==> src/logic/dmas_pkg.sv <==
package dmas_pkg;
    // register indices (printed offsets); byte address is index * 4
    localparam logic [2:0] DMAS_IDX_STATUS = 3'h0;
    localparam logic [2:0] DMAS_IDX_RDADDR = 3'h1;
    localparam logic [2:0] DMAS_IDX_WRADDR = 3'h2;
    localparam logic [2:0] DMAS_IDX_LENGTH = 3'h3;
    localparam logic [2:0] DMAS_IDX_IRQMASK = 3'h4;
    localparam logic [2:0] DMAS_IDX_CONTROL = 3'h6;
    localparam int DMAS_ADDR_W = 5;
    // status bit positions
    localparam int DMAS_ST_DONE = 0;
    localparam int DMAS_ST_BUSY = 1;
    localparam int DMAS_ST_LEN = 4;
    // control bit positions
    localparam int DMAS_CT_BYTE = 0;
    localparam int DMAS_CT_HW = 1;
    localparam int DMAS_CT_WORD = 2;
    localparam int DMAS_CT_GO = 3;
    localparam int DMAS_CT_IEN = 4;
    localparam int DMAS_CT_RHOLD = 8;
    localparam int DMAS_CT_WHOLD = 9;
    localparam int DMAS_CT_DWORD = 10;
    localparam int DMAS_CT_QWORD = 11;
    localparam int DMAS_CT_SWRST = 12;
    localparam int DMAS_CT_W = 13;
    localparam logic [12:0] DMAS_CT_RST = 13'h0000;
    localparam logic [4:0] DMAS_MASK_RST = 5'h00;
    // width enable bits: byte, half, word, dword, qword
    localparam logic [4:0] DMAS_WIDTHS_ALL = 5'h1F;
    // transfer width codes
    typedef enum logic [2:0] {
        DMAS_W_BYTE = 3'b000,
        DMAS_W_HALF = 3'b001,
        DMAS_W_WORD = 3'b010,
        DMAS_W_DWORD = 3'b011,
        DMAS_W_QWORD = 3'b100,
        DMAS_W_NONE = 3'b111
    } dmas_width_t;
    typedef enum logic [1:0] {
        DMAS_S_IDLE = 2'b00,
        DMAS_S_RUN = 2'b01,
        DMAS_S_DRAIN = 2'b10
    } dmas_state_t;
endpackage

==> src/logic/dmas_fifo_if.sv <==
`timescale 1ns/1ps
`default_nettype none
interface dmas_fifo_if #(parameter int DW = 32);
    logic wr_valid;
    logic wr_ready;
    logic [DW-1:0] wr_data;
    logic rd_valid;
    logic rd_ready;
    logic [DW-1:0] rd_data;
    logic flush;
    modport engine(output wr_valid, output wr_data, input wr_ready,
                   input rd_valid, input rd_data, output rd_ready, output flush);
    modport store(input wr_valid, input wr_data, output wr_ready,
                  output rd_valid, output rd_data, input rd_ready, input flush);
endinterface
`default_nettype wire

==> src/logic/dmas_fifo.sv <==
`timescale 1ns/1ps
`default_nettype none
module dmas_fifo #(
    parameter int DW = 32,
    parameter int DEPTH = 2,
    parameter bit USE_REGS = 1'b0
) (
    // clock and reset
    input wire logic clk_sys,
    input wire logic resetn,
    // both sides of the buffer
    dmas_fifo_if.store f
);
    localparam int AW = (DEPTH > 1) ? $clog2(DEPTH) : 1;
    logic [AW-1:0] wp_r, wp_nxt, rp_r, rp_nxt;
    logic [AW:0] cnt_r, cnt_nxt;
    logic push, pop;
    logic [DW-1:0] rdq;

    assign f.wr_ready = (cnt_r != (AW+1)'(DEPTH));
    assign f.rd_valid = (cnt_r != '0);
    assign push = f.wr_valid && f.wr_ready;
    assign pop = f.rd_valid && f.rd_ready;

    generate
        if (USE_REGS) begin : g_regs
            // one flip-flop per stored bit, cleared by reset
            logic [DW-1:0] mem_r [DEPTH];
            always_ff @(posedge clk_sys or negedge resetn) begin
                if (!resetn) begin
                    for (int i = 0; i < DEPTH; i++) begin
                        mem_r[i] <= '0;
                    end
                end else if (push) begin
                    mem_r[wp_r] <= f.wr_data;
                end
            end
            assign rdq = mem_r[rp_r];
        end else begin : g_ram
            // memory array with no reset, maps onto embedded blocks
            logic [DW-1:0] mem [DEPTH];
            always_ff @(posedge clk_sys) begin
                if (push) begin
                    mem[wp_r] <= f.wr_data;
                end
            end
            assign rdq = mem[rp_r];
        end
    endgenerate
    assign f.rd_data = rdq;

    // pointer and count next values
    always_comb begin
        wp_nxt = wp_r;
        rp_nxt = rp_r;
        cnt_nxt = cnt_r;
        if (f.flush) begin
            wp_nxt = '0;
            rp_nxt = '0;
            cnt_nxt = '0;
        end else begin
            if (push) begin
                wp_nxt = (wp_r == AW'(DEPTH - 1)) ? '0 : wp_r + AW'(1);
            end
            if (pop) begin
                rp_nxt = (rp_r == AW'(DEPTH - 1)) ? '0 : rp_r + AW'(1);
            end
            if (push && !pop) begin
                cnt_nxt = cnt_r + (AW+1)'(1);
            end else if (pop && !push) begin
                cnt_nxt = cnt_r - (AW+1)'(1);
            end
        end
    end

    // pointer registers
    always_ff @(posedge clk_sys or negedge resetn) begin
        if (!resetn) begin
            wp_r <= '0;
            rp_r <= '0;
            cnt_r <= '0;
        end else begin
            wp_r <= wp_nxt;
            rp_r <= rp_nxt;
            cnt_r <= cnt_nxt;
        end
    end
endmodule
`default_nettype wire

==> src/logic/dmas_engine.sv <==
`timescale 1ns/1ps
`default_nettype none
module dmas_engine
    import dmas_pkg::*;
#(
    parameter int ADDR_W = 32,
    parameter int LEN_W = ADDR_W,
    parameter int DATA_W = 32,
    parameter int FIFO_DEPTH = 2,
    parameter bit FIFO_REGS = 1'b0,
    parameter bit BURST_EN = 1'b0,
    parameter int MAX_BURST = 16,
    parameter logic [4:0] WIDTHS_EN = dmas_pkg::DMAS_WIDTHS_ALL
) (
    // clock and reset
    input wire logic clk_sys,
    input wire logic resetn,
    // register port
    input wire logic [dmas_pkg::DMAS_ADDR_W-1:0] reg_addr,
    input wire logic [31:0] reg_wdata,
    input wire logic reg_wr,
    input wire logic reg_rd,
    output logic [31:0] reg_rdata,
    // interrupt
    output logic irq,
    // read host port
    output logic [ADDR_W-1:0] rd_address,
    output logic rd_read,
    output logic [$clog2(MAX_BURST+1)-1:0] rd_burstcount,
    input wire logic rd_waitrequest,
    input wire logic rd_datavalid,
    input wire logic [DATA_W-1:0] rd_readdata,
    // write host port
    output logic [ADDR_W-1:0] wr_address,
    output logic wr_write,
    output logic [$clog2(MAX_BURST+1)-1:0] wr_burstcount,
    output logic [DATA_W-1:0] wr_writedata,
    input wire logic wr_waitrequest
);
    import dmas_pkg::*;
    localparam int BC_W = $clog2(MAX_BURST+1);
    localparam int IW = $clog2(FIFO_DEPTH+1);
    localparam int DBYTES = DATA_W / 8;
    localparam int DSH = $clog2(DBYTES);

    // decode the one-hot width bits of a control word, honouring build options
    function automatic dmas_width_t width_of(input logic [DMAS_CT_W-1:0] c);
        dmas_width_t w;
        w = DMAS_W_NONE;
        if (c[DMAS_CT_QWORD] && WIDTHS_EN[4]) w = DMAS_W_QWORD;
        else if (c[DMAS_CT_DWORD] && WIDTHS_EN[3]) w = DMAS_W_DWORD;
        else if (c[DMAS_CT_WORD] && WIDTHS_EN[2]) w = DMAS_W_WORD;
        else if (c[DMAS_CT_HW] && WIDTHS_EN[1]) w = DMAS_W_HALF;
        else if (c[DMAS_CT_BYTE] && WIDTHS_EN[0]) w = DMAS_W_BYTE;
        return w;
    endfunction

    // per-access address step; used for both ports
    function automatic logic [ADDR_W-1:0] step_of(input logic hold, input dmas_width_t w);
        logic [ADDR_W-1:0] s;
        s = '0;
        if (hold) s = '0;
        else begin
            case (w)
                DMAS_W_BYTE: s = ADDR_W'(1);
                DMAS_W_HALF: s = ADDR_W'(2);
                DMAS_W_WORD: s = ADDR_W'(4);
                DMAS_W_DWORD: s = ADDR_W'(8);
                DMAS_W_QWORD: s = ADDR_W'(16);
                default: s = '0; // undefined, zero chosen
            endcase
        end
        return s;
    endfunction

    dmas_fifo_if #(.DW(DATA_W)) fq ();

    // register state
    logic [DMAS_CT_W-1:0] ctl_r, ctl_nxt;
    logic [ADDR_W-1:0] rdst_r, rdst_nxt, wrst_r, wrst_nxt;
    logic [LEN_W-1:0] len_r, len_nxt;
    logic done_r, done_nxt, lenz_r, lenz_nxt;
    logic [4:0] mask_r, mask_nxt;
    logic [31:0] rdata_r, rdata_nxt;
    // engine state
    dmas_state_t st_r, st_nxt;
    logic [ADDR_W-1:0] ra_r, ra_nxt, wa_r, wa_nxt;
    logic [LEN_W-1:0] rrem_r, rrem_nxt;
    logic [BC_W-1:0] bc_r, bc_nxt;
    logic rburst_r, rburst_nxt, wburst_r, wburst_nxt;
    logic [IW-1:0] infl_r, infl_nxt;

    dmas_width_t wid;
    logic [ADDR_W-1:0] rstep, wstep;
    logic [LEN_W-1:0] wbytes;
    logic busy, go_wr, rd_acc, wr_acc, sw_rst;
    logic [4:0] status;

    assign wid = width_of(ctl_r);
    assign rstep = step_of(ctl_r[DMAS_CT_RHOLD], wid);
    assign wstep = step_of(ctl_r[DMAS_CT_WHOLD], wid);
    assign busy = (st_r != DMAS_S_IDLE);
    assign sw_rst = reg_wr && (reg_addr[4:2] == DMAS_IDX_CONTROL) && reg_wdata[DMAS_CT_SWRST];
    assign go_wr = reg_wr && (reg_addr[4:2] == DMAS_IDX_CONTROL) && reg_wdata[DMAS_CT_GO]
                   && !busy && !sw_rst;
    // bytes carried by one data value of the chosen width
    always_comb begin
        case (wid)
            DMAS_W_BYTE: wbytes = LEN_W'(1);
            DMAS_W_HALF: wbytes = LEN_W'(2);
            DMAS_W_WORD: wbytes = LEN_W'(4);
            DMAS_W_DWORD: wbytes = LEN_W'(8);
            DMAS_W_QWORD: wbytes = LEN_W'(16);
            default: wbytes = LEN_W'(1);
        endcase
    end
    assign status = {lenz_r, 2'b00, busy, done_r};

    // host port drive
    // single reads owed to the buffer stay within its depth, so no word is lost; a burst read only waits for one free slot
    // and a stalled read request cannot drop while it waits
    assign rd_read = (st_r == DMAS_S_RUN) && (rrem_r != '0) && (!rburst_r || bc_r == '0)
                     && (rburst_r ? fq.wr_ready : (infl_r != IW'(FIFO_DEPTH)));
    assign rd_acc = rd_read && !rd_waitrequest;
    assign rd_address = ra_r;
    assign wr_address = wa_r;
    assign wr_write = busy && fq.rd_valid && (len_r != '0);
    assign wr_acc = wr_write && !wr_waitrequest;
    assign wr_writedata = fq.rd_data;
    assign fq.wr_valid = rd_datavalid && busy;
    assign fq.wr_data = rd_readdata;
    assign fq.rd_ready = wr_acc;
    assign fq.flush = sw_rst || go_wr;
    // burst count in data port units, capped at the maximum
    assign rd_burstcount = BURST_EN ? (((len_r >> DSH) > LEN_W'(MAX_BURST)) ? BC_W'(MAX_BURST)
                                       : BC_W'(len_r >> DSH)) : BC_W'(1);
    assign wr_burstcount = rd_burstcount;
    assign reg_rdata = rdata_r;
    assign irq = |(status & mask_r) || (done_r && ctl_r[DMAS_CT_IEN]);

    // register file next values
    always_comb begin
        ctl_nxt = ctl_r;
        rdst_nxt = rdst_r;
        wrst_nxt = wrst_r;
        len_nxt = len_r;
        done_nxt = done_r;
        lenz_nxt = lenz_r;
        mask_nxt = mask_r;
        rdata_nxt = '0;
        if (reg_rd) begin
            case (reg_addr[4:2])
                DMAS_IDX_STATUS: rdata_nxt = {27'h0000000, status};
                DMAS_IDX_RDADDR: rdata_nxt = 32'(rdst_r);
                DMAS_IDX_WRADDR: rdata_nxt = 32'(wrst_r);
                DMAS_IDX_LENGTH: rdata_nxt = 32'(len_r);
                DMAS_IDX_IRQMASK: rdata_nxt = {27'h0000000, mask_r};
                DMAS_IDX_CONTROL: rdata_nxt = {19'h00000, ctl_r};
                default: rdata_nxt = '0;
            endcase
            // reading status clears its sticky bits
            if (reg_addr[4:2] == DMAS_IDX_STATUS) begin
                done_nxt = 1'b0;
                lenz_nxt = 1'b0;
            end
        end
        if (reg_wr) begin
            case (reg_addr[4:2])
                DMAS_IDX_STATUS: begin
                    done_nxt = 1'b0;
                    lenz_nxt = 1'b0;
                end
                DMAS_IDX_RDADDR: rdst_nxt = reg_wdata[ADDR_W-1:0];
                DMAS_IDX_WRADDR: wrst_nxt = reg_wdata[ADDR_W-1:0];
                DMAS_IDX_LENGTH: len_nxt = reg_wdata[LEN_W-1:0];
                DMAS_IDX_IRQMASK: mask_nxt = reg_wdata[4:0];
                DMAS_IDX_CONTROL: ctl_nxt = reg_wdata[DMAS_CT_W-1:0] & ~13'h1000;
                default: ;
            endcase
        end
        // count down per written value, clamp at zero
        if (wr_acc) begin
            len_nxt = (len_r > wbytes) ? len_r - wbytes : '0;
            if (len_r <= wbytes) begin
                lenz_nxt = 1'b1;
                done_nxt = 1'b1;
            end
        end
        if (sw_rst) begin
            ctl_nxt = DMAS_CT_RST;
            done_nxt = 1'b0;
            lenz_nxt = 1'b0;
        end
    end

    // engine next values
    always_comb begin
        st_nxt = st_r;
        ra_nxt = ra_r;
        wa_nxt = wa_r;
        rrem_nxt = rrem_r;
        bc_nxt = bc_r;
        rburst_nxt = rburst_r;
        wburst_nxt = wburst_r;
        infl_nxt = infl_r;
        case (st_r)
            DMAS_S_IDLE: begin
                if (go_wr) begin
                    ra_nxt = rdst_r;
                    wa_nxt = wrst_r;
                    rrem_nxt = len_r;
                    st_nxt = DMAS_S_RUN;
                    // bursts on both ports when built in
                    rburst_nxt = BURST_EN;
                    wburst_nxt = BURST_EN;
                    infl_nxt = '0;
                end
            end
            DMAS_S_RUN, DMAS_S_DRAIN: begin
                // read address steps only on its own accepted access
                if (rd_acc) begin
                    if (!rburst_r) begin
                        ra_nxt = ra_r + rstep;
                        rrem_nxt = (rrem_r > wbytes) ? rrem_r - wbytes : '0;
                    end else begin
                        bc_nxt = rd_burstcount;
                        rrem_nxt = '0;
                    end
                end
                if (rburst_r && rd_datavalid && bc_r != '0) begin
                    bc_nxt = bc_r - BC_W'(1);
                end
                // write address steps only on accepted writes
                if (wr_acc && !wburst_r) begin
                    wa_nxt = wa_r + wstep;
                end
                // accepted reads not yet written out
                if (rd_acc && !rburst_r && !(wr_acc && !wburst_r)) begin
                    infl_nxt = infl_r + IW'(1);
                end else if (wr_acc && !wburst_r && !(rd_acc && !rburst_r)) begin
                    infl_nxt = infl_r - IW'(1);
                end
                if (rrem_r == '0 && st_r == DMAS_S_RUN) begin
                    st_nxt = DMAS_S_DRAIN;
                end
                if (len_r == '0 || (wr_acc && len_r <= wbytes)) begin
                    st_nxt = DMAS_S_IDLE;
                end
            end
            default: st_nxt = DMAS_S_IDLE;
        endcase
        if (sw_rst) begin
            st_nxt = DMAS_S_IDLE;
            infl_nxt = '0;
        end
    end

    // register all state
    always_ff @(posedge clk_sys or negedge resetn) begin
        if (!resetn) begin
            ctl_r <= DMAS_CT_RST;
            rdst_r <= '0;
            wrst_r <= '0;
            len_r <= '0;
            done_r <= 1'b0;
            lenz_r <= 1'b0;
            mask_r <= DMAS_MASK_RST;
            rdata_r <= '0;
            st_r <= DMAS_S_IDLE;
            ra_r <= '0;
            wa_r <= '0;
            rrem_r <= '0;
            bc_r <= '0;
            rburst_r <= 1'b0;
            wburst_r <= 1'b0;
            infl_r <= '0;
        end else begin
            ctl_r <= ctl_nxt;
            rdst_r <= rdst_nxt;
            wrst_r <= wrst_nxt;
            len_r <= len_nxt;
            done_r <= done_nxt;
            lenz_r <= lenz_nxt;
            mask_r <= mask_nxt;
            rdata_r <= rdata_nxt;
            st_r <= st_nxt;
            ra_r <= ra_nxt;
            wa_r <= wa_nxt;
            rrem_r <= rrem_nxt;
            bc_r <= bc_nxt;
            rburst_r <= rburst_nxt;
            wburst_r <= wburst_nxt;
            infl_r <= infl_nxt;
        end
    end

    dmas_fifo #(
        .DW(DATA_W),
        .DEPTH(FIFO_DEPTH),
        .USE_REGS(FIFO_REGS)
    ) u_fifo (
        .clk_sys(clk_sys),
        .resetn(resetn),
        .f(fq.store)
    );
endmodule
`default_nettype wire

==> config.mk <==
export PLATFORM = sky130hd
export DESIGN_NAME = dmas_engine
export DESIGN_NICKNAME = d
export VERILOG_FILES = /design/src/logic/dmas_pkg.sv /design/src/logic/dmas_fifo_if.sv /design/src/logic/dmas_fifo.sv /design/src/logic/dmas_engine.sv
export SDC_FILE = /design/constraint.sdc
export NUM_CORES = 1
export LEC_CHECK = 0
export BUFFER_PORTS_ARGS = -buffer_cell sky130_fd_sc_hd__buf_2
export CORE_MARGIN = 10
export CORE_UTILIZATION = 63
export CTS_CLUSTER_DIAMETER = 50
export DETAILED_ROUTE_END_ITERATION = 10
export PLACE_DENSITY = 0.86
export SLEW_MARGIN = 10
export SYNTH_ARGS = -nofsm -noshare
export SYNTH_HDL_FRONTEND = slang
export SYNTH_SLANG_ARGS = --single-unit
==> constraint.sdc <==
create_clock -name clk_sys -period 7.2 [get_ports clk_sys]
set_input_delay 0.72 -clock clk_sys [delete_from_list [all_inputs] [get_ports clk_sys]]
set_output_delay 0.72 -clock clk_sys [all_outputs]
set_load 0.005 [all_outputs]
==> results_dict.tcl <==
set metrics [dict create \
    status "finished, final reports clean" \
    areaGrowthSynthToFinish_pct 13.10 \
    p_total_uw 7896 \
    crit_path_start_kind "flip-flop" \
    seq_area_frac_synth_pct 47.63 \
    peakVddDrop_v 0.0003388 \
    critPathMaxFanout 28 \
    clk_path_buf_depth 3 \
    via_per_inst 6.904 \
    critPathBufInv 1 \
    die_w_um 185.3 \
    die_area_um2 34350 \
    period_share_pct 60.99 \
    grt_usage_pct 30.09 \
    drtIter0Drc 2193 \
    io_buffers 204 \
    synth_cell_types 86 \
    yosys-top-cells-area "dfrtp_1 36%, edfxtp_1 11%, mux2_2 8.0%, a21oi_1 3.1%, nor2_1 3.0%" \
    fmax_ghz 0.2277 \
    drv_cap 0 \
    yosys.area_share.simple_pct 16.95 \
    power_leakage_uw 0.008130 \
    grt_pass1_wl_um 82250 \
    criticalPathCategory "flip-flop to flip-flop" \
    std_cell_rows 60 \
    cts_max_level 2 \
    synth_mux_area_share_pct 10.76 \
    fin_crit_ns 4.391 \
    num-fill-cells 1834 \
    crit_path_frequent_cell "a21o_1" \
    rsz0062_at_grt "no" \
    synth-compound-area-share_pct 17.64 \
    gr-total-overflow 0 \
    arrival_ns 4.79 \
    crit_chain "nor4_1 -> ha_1 -> inv_1 -> fa_1 -> a211o_1 -> a21o_1 -> nand3b_1 -> a21o_1 -> o21ai_0 -> a221o_1" \
    tightest_slew_ns 1.163 \
    crit_required_ns 7.60 \
    post_synth_inst_count 1720 \
    synth_seq_cells 315 \
    globalplace.congestion 0.9685 \
    core-area_um2 26950 \
    yosys-top-cells-count "251 x dfrtp_1, 137 x nor2_1, 123 x mux2_2, 123 x nand2_1, 107 x a21oi_1" \
    slew_viol_final 0 \
    setup_viol 0 \
    postCtsSetupBuffers 0 \
    seqCellArea_um2 8203 \
    synth.avg_cell_area_um2 10.01 \
    endpoint_kind "flip-flop" \
    cts-root-buf "clkbuf_16" \
    die_h_um 185.3 \
    critPathSlowestCell "nor4_1" \
    antenna_found_initial 1 \
    utilization_pct 72.27 \
    cellPowerDensity_nw_per_um2 405.4 \
    synth_area_um2 17220 \
    cts_tree "done" \
    placed_area_um2 18330 \
    hold_buffers 0 \
    synthXorXnorAreaFrac_pct 0.5594 \
    multiInputGateArea_um2 8356 \
    post_cts_resized 0 \
    crit_family "compound AO/OA/AOI/OAI gates" \
    layout-drive-gt1-share_pct 23.74 \
    drtAntennaViolNets 0 \
    dr.pass1.iters 6 \
    wl_um 52930 \
    insertion_delay_ns 0.53 \
    synth_flop_cell "dfrtp_1" \
    synth_top_area_share_pct 36.47 \
    timing.slew.headroom_pct 22.17 \
    synth_fa_ha_area_share_pct 2.136 \
    pin_count 217 \
    synth_top_family_by_area "compound AO/OA/AOI/OAI gates" \
    synth_most_common_cell "dfrtp_1" \
    hold_violations 0 \
    initial_core_util_pct 63.90 \
    synth_edf_count 64 \
    route.detailed.drc 0 \
    vias 15390 \
    grt_max_degree 104 \
    cts.sinks 315 \
    skew_ns 0.01910 \
    dp_hpwl_um 36650 \
    nNetsFinal 1965 \
    final_area_um2 19480 \
    yosysTopAreaCell "dfrtp_1" \
    avgRoutedWirePerCell_um 23.75 \
    slowest_delay_ns 0.83 \
    setup_tns_ns 0 \
    clk_pin_slew_ns 0.07 \
    yosysWarnings 0 \
    hp-class "input port to asynchronous set/reset pin" \
    cts_buffers 36 \
    ys_async_sr_fraction_pct 79.68 \
    grt_pass1_vias 14830 \
]
## worst reg2reg max path: cells and delay by family, from the launching register on
family	cells	cell delay, ns
AOI/OAI and AO/OA	5	1.91
and+or+nand+nor	2	1.09
adders and majority gates	2	0.80
buffers and inverters	1	0.07
DFF	1	0.41
## logic make-up after synthesis
| family | after synthesis |
|---|---|
| buffers and inverters | 171 |
| AO/OA/AOI/OAI | 452 |
| adder cells (fa/ha/maj) | 27 |
| flip-flops | 315 |
| AND/OR/NAND/NOR | 576 |
| multiplexers | 166 |
| XOR/XNOR | 11 |
| other | 2 |
## power breakdown
part | leakage [uW] | switching, uW | internal, uW | total, uW
combinational | 0.00389 | 1820 | 1270 | 3090
clock | 0.000568 | 766 | 1020 | 1790
sequential | 0.00367 | 672 | 2340 | 3020
total | 0.00813 | 3260 | 4630 | 7900
## layer usage
metal	GRT usage (%)	part of all wire [%]	vias up
met5	0	0	-
met4	10.18	3.3	0
met3	6.328	12	164
met2	47.68	47	1066
met1	40.26	38	7436
li1	-	-	6724
## layout make-up
class | instances | share of cell area (%)
clock inverters | 21 | 0.8736
inverters | 42 | 0.8094
diodes | 1 | 0.01285
clock buffers | 42 | 5.004
flip-flops and latches | 315 | 42.11
repair buffers | 225 | 6.102
well taps | 341 | 2.190
multi-input cells | 1242 | 42.90
## sequential cells by signal, summed over array words and instances, names as in the netlist
signal and flops:
wr_address 32, ctl_r 12, rrem_r 32, u_fifo.rp_r 1, u_fifo.g_ram.mem 64, done_r 1, len_r 32, rdst_r 32
mask_r 5, rd_address 32, u_fifo.cnt_r 2, st_r 2, u_fifo.wp_r 1, reg_rdata 32, wrst_r 32, lenz_r 1
infl_r 2
## metrics by stage
stage                     worst slack, ns  std cells  hold slack (ns)
after CTS                           2.938       2228           0.2842
after floorplan                     4.017       1728           0.4244
final                               2.809       2229           0.2390
after detailed placement            2.866       2165           0.4706
after global routing                2.596       2229           0.3166
after global placement              2.861       2165           0.4631
## final timing paths
check / from / endpoint / slack (ns) / cells after the start
worst max-delay path: ctl_r[11] / len_r[26] / 2.81 / 10
worst min-delay path: resetn / rd_address[1] / 0.24 / 1
worst max register to register: ctl_r[11] / len_r[26] / 2.81 / 10
worst min register to register: ctl_r[7] / ctl_r[7] / 0.48 / 2
max in group asynchronous: resetn / rrem_r[23] / 5.42 / 2
min in group clk_sys: rd_readdata[22] / u_fifo.g_ram.mem[0][22] / 0.39 / 1
## cells in the final DEF, fill, tap and decap left out, types with 18 or more instances in the layout
cell type / n
a21oi_1: 106
a22oi_1: 18
and2_1: 24
and3_1: 25
buf_2: 203
buf_4: 21
clkbuf_16: 37
dfrtp_1: 251
edfxtp_1: 64
ha_1: 22
inv_1: 41
mux2_2: 123
mux2i_1: 40
nand2_1: 122
nand3_1: 48
nand4_1: 35
nor2_1: 136
nor3_1: 60
nor4_1: 30
o21ai_0: 88
o22ai_1: 45
or3_1: 27
Power figures use the tool's default switching activity.
